==> src/inc/ssim_pkg.sv <==
package ssim_pkg;
  localparam int SSIM_NUM_SRC = 12;
  localparam logic [11:0] SSIM_ADDR_STATUS = 12'h040;
  localparam logic [11:0] SSIM_ADDR_SET = 12'h044;
  localparam logic [11:0] SSIM_ADDR_CLR = 12'h048;
  localparam logic [11:0] SSIM_ADDR_MASK = 12'h04C;
  localparam logic [11:0] SSIM_MASK_RESET = 12'h000;
  localparam int SSIM_BIT_TX_HOLDING_FREE = 0;
  localparam int SSIM_BIT_TX_FULLY_IDLE = 1;
  localparam int SSIM_BIT_TX_COUNT_DONE = 2;
  localparam int SSIM_BIT_TX_BUFFERS_DRAINED = 3;
  localparam int SSIM_BIT_RX_WORD_AVAILABLE = 4;
  localparam int SSIM_BIT_RX_OVERRUN_FLAG = 5;
  localparam int SSIM_BIT_RX_COUNT_DONE = 6;
  localparam int SSIM_BIT_RX_BUFFERS_FILLED = 7;
  localparam int SSIM_BIT_COMPARE_MATCH_ZERO = 8;
  localparam int SSIM_BIT_COMPARE_MATCH_ONE = 9;
  localparam int SSIM_BIT_TX_FRAME_SYNC_SEEN = 10;
  localparam int SSIM_BIT_RX_FRAME_SYNC_SEEN = 11;

  typedef struct packed {
    logic tx_holding_free;
    logic tx_shift_busy;
    logic tx_count_done;
    logic tx_buffers_drained;
    logic rx_word_load;
    logic rx_word_read;
    logic rx_count_done;
    logic rx_buffers_filled;
    logic compare_match_zero;
    logic compare_match_one;
    logic tx_frame_sync;
    logic rx_frame_sync;
  } ssim_evt_t;

  typedef struct packed {
    logic [11:0] sticky;
    logic rx_full;
  } ssim_flag_t;

  typedef struct packed {
    logic [11:0] mask;
    logic [31:0] prdata;
  } ssim_state_t;
endpackage

==> src/hdl/ssim_flags.sv <==
`timescale 1ns/1ps
module ssim_flags
  import ssim_pkg::*;
(
  // clock and reset
  input wire logic pclk,
  input wire logic presetn,
  // controller events
  input wire ssim_pkg::ssim_evt_t evt,
  input wire logic status_read,
  // flags
  output logic [11:0] status
);
  import ssim_pkg::*;

  ssim_flag_t st;
  ssim_flag_t next_st;

  always_comb
  begin
    next_st = st;
    if (status_read)
    begin
      next_st.sticky = '0;
    end
    // overrun on load while full
    // overrun detect, set wins
    if (evt.rx_word_load && st.rx_full && !evt.rx_word_read)
    begin
      next_st.sticky[SSIM_BIT_RX_OVERRUN_FLAG] = 1'b1;
    end
    if (evt.rx_word_read)
    begin
      next_st.rx_full = 1'b0;
    end
    if (evt.rx_word_load)
    begin
      next_st.rx_full = 1'b1;
    end
    if (evt.compare_match_zero)
    begin
      next_st.sticky[SSIM_BIT_COMPARE_MATCH_ZERO] = 1'b1;
    end
    if (evt.compare_match_one)
    begin
      next_st.sticky[SSIM_BIT_COMPARE_MATCH_ONE] = 1'b1;
    end
    if (evt.tx_frame_sync)
    begin
      next_st.sticky[SSIM_BIT_TX_FRAME_SYNC_SEEN] = 1'b1;
    end
    if (evt.rx_frame_sync)
    begin
      next_st.sticky[SSIM_BIT_RX_FRAME_SYNC_SEEN] = 1'b1;
    end
  end

  always_ff @(posedge pclk or negedge presetn)
  begin
    if (!presetn)
    begin
      st <= '0;
    end
    else
    begin
      st <= next_st;
    end
  end

  always_comb
  begin
    status = st.sticky;
    status[SSIM_BIT_TX_HOLDING_FREE] = evt.tx_holding_free;
    // idle only when holding and shifter empty
    status[SSIM_BIT_TX_FULLY_IDLE] = evt.tx_holding_free && !evt.tx_shift_busy;
    status[SSIM_BIT_TX_COUNT_DONE] = evt.tx_count_done;
    status[SSIM_BIT_TX_BUFFERS_DRAINED] = evt.tx_buffers_drained;
    status[SSIM_BIT_RX_WORD_AVAILABLE] = st.rx_full;
    status[SSIM_BIT_RX_COUNT_DONE] = evt.rx_count_done;
    status[SSIM_BIT_RX_BUFFERS_FILLED] = evt.rx_buffers_filled;
  end

  overrun_set_a: assert property (@(posedge pclk) disable iff (!presetn)
    evt.rx_word_load && st.rx_full && !evt.rx_word_read |=> status[SSIM_BIT_RX_OVERRUN_FLAG])
    else $error("overrun not set");
  sync_sticky_a: assert property (@(posedge pclk) disable iff (!presetn)
    status[SSIM_BIT_TX_FRAME_SYNC_SEEN] && !status_read |=> status[SSIM_BIT_TX_FRAME_SYNC_SEEN])
    else $error("frame sync flag dropped");
  compare_set_a: assert property (@(posedge pclk) disable iff (!presetn)
    evt.compare_match_zero |=> status[SSIM_BIT_COMPARE_MATCH_ZERO])
    else $error("compare flag not set");
  tx_idle_a: assert property (@(posedge pclk) disable iff (!presetn)
    evt.tx_shift_busy |-> !status[SSIM_BIT_TX_FULLY_IDLE])
    else $error("idle while shifting");
endmodule

==> src/hdl/ssim_top.sv <==
`timescale 1ns/1ps
module ssim_top
  import ssim_pkg::*;
(
  // clock and reset
  input wire logic pclk,
  input wire logic presetn,
  // apb slave
  input wire logic psel,
  input wire logic penable,
  input wire logic pwrite,
  input wire logic [11:0] paddr,
  input wire logic [31:0] pwdata,
  output logic [31:0] prdata,
  output logic pready,
  output logic pslverr,
  // serial controller events
  input wire ssim_pkg::ssim_evt_t evt,
  // interrupt line
  output logic irq
);
  import ssim_pkg::*;

  ssim_state_t st;
  ssim_state_t next_st;
  logic [11:0] status;
  logic access;
  logic wr;
  logic rd;
  logic setup_rd;
  logic status_read;
  logic known;

  assign access = psel && penable;
  assign wr = access && pwrite;
  assign rd = access && !pwrite;
  assign pready = 1'b1;
  assign known = (paddr == SSIM_ADDR_STATUS) || (paddr == SSIM_ADDR_SET)
    || (paddr == SSIM_ADDR_CLR) || (paddr == SSIM_ADDR_MASK);
  assign pslverr = access && !known;
  assign setup_rd = psel && !penable && !pwrite;
  // capture and clear meet at the setup edge, so an event in that cycle survives for the next read
  assign status_read = setup_rd && (paddr == SSIM_ADDR_STATUS);

  ssim_flags u_flags (
    .pclk(pclk),
    .presetn(presetn),
    .evt(evt),
    .status_read(status_read),
    .status(status)
  );

  always_comb
  begin
    next_st = st;
    if (wr && paddr == SSIM_ADDR_SET)
    begin
      next_st.mask = st.mask | pwdata[11:0];
    end
    else if (wr && paddr == SSIM_ADDR_CLR)
    begin
      next_st.mask = st.mask & ~pwdata[11:0];
    end
    if (setup_rd)
    begin
      if (paddr == SSIM_ADDR_STATUS)
      begin
        next_st.prdata = {20'h0_0000, status};
      end
      else if (paddr == SSIM_ADDR_MASK)
      begin
        next_st.prdata = {20'h0_0000, st.mask};
      end
      else
      begin
        next_st.prdata = 32'h0000_0000;
      end
    end
  end

  always_ff @(posedge pclk or negedge presetn)
  begin
    if (!presetn)
    begin
      st <= '{mask: SSIM_MASK_RESET, prdata: 32'h0000_0000};
    end
    else
    begin
      st <= next_st;
    end
  end

  // read data registered from the setup phase so it is valid in the access cycle
  assign prdata = st.prdata;

  assign irq = |(status & st.mask);

  mask_set_a: assert property (@(posedge pclk) disable iff (!presetn)
    wr && paddr == SSIM_ADDR_SET |=> (st.mask & $past(pwdata[11:0])) == $past(pwdata[11:0]))
    else $error("set write missed");
  mask_clr_a: assert property (@(posedge pclk) disable iff (!presetn)
    wr && paddr == SSIM_ADDR_CLR |=> (st.mask & $past(pwdata[11:0])) == 12'h000)
    else $error("clear write missed");
  mask_keep_a: assert property (@(posedge pclk) disable iff (!presetn)
    !wr |=> st.mask == $past(st.mask))
    else $error("mask changed without write");
  mask_read_a: assert property (@(posedge pclk) disable iff (!presetn)
    rd && paddr == SSIM_ADDR_MASK |-> prdata == {20'h0_0000, st.mask})
    else $error("mask readback wrong");
  status_read_a: assert property (@(posedge pclk) disable iff (!presetn)
    status_read |=> prdata == {20'h0_0000, $past(status)})
    else $error("status readback wrong");
  irq_level_a: assert property (@(posedge pclk) disable iff (!presetn)
    irq == ((status & st.mask) != 12'h000))
    else $error("irq mismatch");
endmodule

==> config.mk <==
export PLATFORM = sky130hd
export DESIGN_NAME = ssim_top
export DESIGN_NICKNAME = d
export VERILOG_FILES = /design/src/inc/ssim_pkg.sv /design/src/hdl/ssim_flags.sv /design/src/hdl/ssim_top.sv
export SDC_FILE = /design/constraint.sdc
export NUM_CORES = 1
export LEC_CHECK = 0
export BUFFER_PORTS_ARGS = -buffer_cell sky130_fd_sc_hd__buf_2
export CAP_MARGIN = 15
export CORE_MARGIN = 5
export CORE_UTILIZATION = 46
export CTS_CLUSTER_DIAMETER = 30
export DETAILED_ROUTE_END_ITERATION = 10
export PLACE_DENSITY = 0.82
export SKIP_CTS_REPAIR_TIMING = 1
export SLEW_MARGIN = 0
export SYNTH_ARGS = -nofsm -noshare
export SYNTH_HDL_FRONTEND = slang
export SYNTH_SLANG_ARGS = --single-unit
export TNS_END_PERCENT = 20
==> constraint.sdc <==
create_clock -name pclk -period 2.9 [get_ports pclk]
set_input_delay 0.58 -clock pclk [delete_from_list [all_inputs] [get_ports pclk]]
set_output_delay 0.58 -clock pclk [all_outputs]
set_load 0.05 [all_outputs]
==> key figures <==
Cells and area
  • Commonest non-fill, non-tap cell in the layout: buf_2
  • FILL cells: around 340
  • FF/Latch Area: approximately 750 µm²
  • Final #Nets: ~260
  • Synth-to-layout area growth: 14.3%
  • Share of cells above drive strength 1: 0.470
  • Commonest cells after routing, fill and taps aside: 54 x buf_2, 30 x dfrtp_1, 21 x conb_1
  • Layout Cells excl Fill: 246
  • Area of the multi-input gates: approximately 760 µm²
  • Antenna diodes: 0
  • Util after Layout: 0.545

Power
  • Switching power total: between 0.2 and 0.25 mW
  • Combinational power share: 0.127
  • Clock group share of total power: 0.419
  • Internal power: roughly 0.7 mW
  • Total power: approximately 0.93 mW
  • Register share of total power: 0.454
  • Maximum vdd drop: roughly 200 µV
  • Switching Fraction: 0.262
  • Leak Pwr: around 1.0 nW
  • Pwr Density: 464 mW/mm²

Die
  • Starting density of the core: 0.477
  • Chip height: 71.6 µm
  • Die width: a little over 70 µm
  • Row cnt: 22
  • Boundary Pins: between 90 and 100
  • Core ar.: 0.00366 mm²
  • Die area: about 0.0051 mm²

Route
  • Final wirelength: approximately 3700 µm
  • WL/cell: approximately 15 µm
  • DRT antenna net count: 0
  • Initial DRC Count: 68
  • Via/cell ratio: roughly 5.1
  • DRC: 0
  • 1st-pass router iterations: 4
  • DR vias: between 1000 and 1500

Critical path
  • FF-to-FF Start: prdata[4]$_DFFE_PN0N_
  • Slowest stage cell on the critical path: or4_4
  • Crit path cell chain: buf_2 -> or4_4 -> nor4_4 -> nor2_1 -> buf_2
  • R2r setup slk: between 2 and 2.5 ns
  • Crit end category: primary output
  • Crit Path Class: primary input to primary output
  • Largest stage delay on the critical path: ~0.53 ns
  • Top cell by count, worst path: buf_2
  • Critical Path RT: 2.32 ns
  • Terminus of the critical flop-to-flop path: prdata[4]$_DFFE_PN0N_
  • Cells on worst reg2reg path: 2
  • Worst path arrival time: 1.93 ns
  • Worst setup SP type: primary input
  • Crit path max fanout: 6

CTS
  • Clock latency on the worst-skew pair: 0.28 ns
  • CTS H-tree lvls: 2
  • Clock sinks: 30
  • Clock root cell: clkbuf_8
  • Clock transition at path regs: 0.06 ns
  • CTS Buf Count: 5
  • Worst-case clock buffer depth: 2
  • CTS tree: built

Global routing
  • GRT overflow: 0
  • Total GRT Usage: 0.151
  • Via count of the first global-routing pass: 1284
  • Initial antenna violation count: 0
  • First-pass GRT wire length: between 5000 and 6000 µm
  • Largest net degree at the start of global routing: 31

Placement
  • Post-DP HPWL: roughly 2900 µm
  • Cells after DPL: 238
  • Number of port buffers: 54
  • Placer's final routability congestion estimate: 0.791

Yosys
  • Top post-synthesis cells by area: dfrtp_1 43%, buf_4 15%, a221o_1 6.3%
  • Cell taking the most area after synthesis: dfrtp_1
  • Yosys reg bits: 30
  • Syn Area/Cell: around 11 µm²
  • Cell count after synthesis: between 150 and 200
  • Post-synthesis sequential area ratio: 0.430
  • Post-synth top area share: 0.430
  • Netlist cell types: 35
  • Mapped Area: 0.00175 mm²
  • Yosys warns: 0

Timing
  • Fin Setup TNS: 0 ns
  • RSZ-0062 raised after global routing: no
  • Fin crit period: 2.51 ns
  • Slew @ Worst Pin: 0.635 ns
  • Fmax: around 400 MHz
  • Final Max Slew Viols: 0
  • Final Cycle Share: 0.867
  • Worst relative slew slack: 0.577
  • Final Skew: roughly 0.0052 ns
  • Final Hold Fails: 0
  • Final setup viols: 0

Min path
  • Worst hold path class: primary input to asynchronous set/reset pin

Status
  • Status: finished, final reports clean

Job
  • Max-Cap Viols: 0
-- power groups by stage --
stage | logic (mW) | registers [mW] | clock network (mW)
2_1_floorplan | 0.0961 | 0.428 | 0
3_3_place_gp | 0.116 | 0.428 | 0
3_5_place_dp | 0.117 | 0.428 | 0
4_1_cts | 0.118 | 0.421 | 0.397
5_1_grt | 0.126 | 0.420 | 0.416
6_report | 0.118 | 0.421 | 0.388
-- per-layer routing --
metal,vias up,routed length (µm),track usage
li1,582,-,-
met1,592,1570,0.185
met2,61,1720,0.232
met3,8,336,0.0365
met4,0,108,0.106
met5,-,0,0
-- worst max-delay path: cells and delay by family --
kind          cells  cell delay, ns
simple gates      3            1.03
buf+inv           2            0.31
-- stage by stage --
stage | setup WS (ns) | cell area (µm²) | hold WS [ns]
floorplan | 0.447 | 1820 | 0.284
global placement | 0.382 | 1890 | 0.498
detailed placement | 0.332 | 1890 | 0.500
CTS | 0.375 | 2000 | 0.327
global route | 0.292 | 2000 | 0.364
finish | 0.386 | 2000 | 0.313
-- cell usage after synthesis (all sizes together) --
library cell	count
a21o	5
a221o	11
a222oi	1
a22oi	4
a32o	1
and2	1
and3	3
and3b	1
and4	1
buf	37
clkbuf	2
conb	2
dfrtp	30
inv	3
mux2	12
nand2	1
nand3	15
nand3b	1
nand4	1
nor2	2
nor2b	11
nor3b	1
nor4	1
o21ai	1
o41ai	1
or4	1
or4b	1
xor2	1
-- worst max path at each step --
stage               startpoint                     to  slack (ns)  depth (start not counted)
global route          paddr[1]                pslverr        0.29                          5
detailed placement    paddr[1]  prdata[8]$_DFFE_PN0N_        0.33                          6
CTS                   paddr[1]                pslverr        0.37                          5
finish                paddr[1]                pslverr        0.39                          5
floorplan             paddr[1]                pslverr        0.45                          4
global placement      paddr[1]  prdata[8]$_DFFE_PN0N_        0.38                          6
-- cells by family (layout without fill, tap and decap cells) --
kind of cell,Yosys count,after routing,share of synthesized area
buffers and inverters,42,69,0.173
and+or+nand+nor,41,41,0.171
DFF,30,30,0.430
AOI/OAI and AO/OA,24,24,0.124
muxes,12,12,0.0924
other,2,21,0.00430
xor gates and xnor gates,1,1,0.00502
-- cell type report --
| cell class | instances | area share |
|---|---|---|
| flip-flops and latches | 30 | 0.376 |
| repair buffers | 58 | 0.150 |
| well taps | 48 | 0.0301 |
| multi-input cells | 99 | 0.383 |
| clock buffers | 8 | 0.0551 |
| inverters | 3 | 0.00564 |
Power figures use the tool's default switching activity.
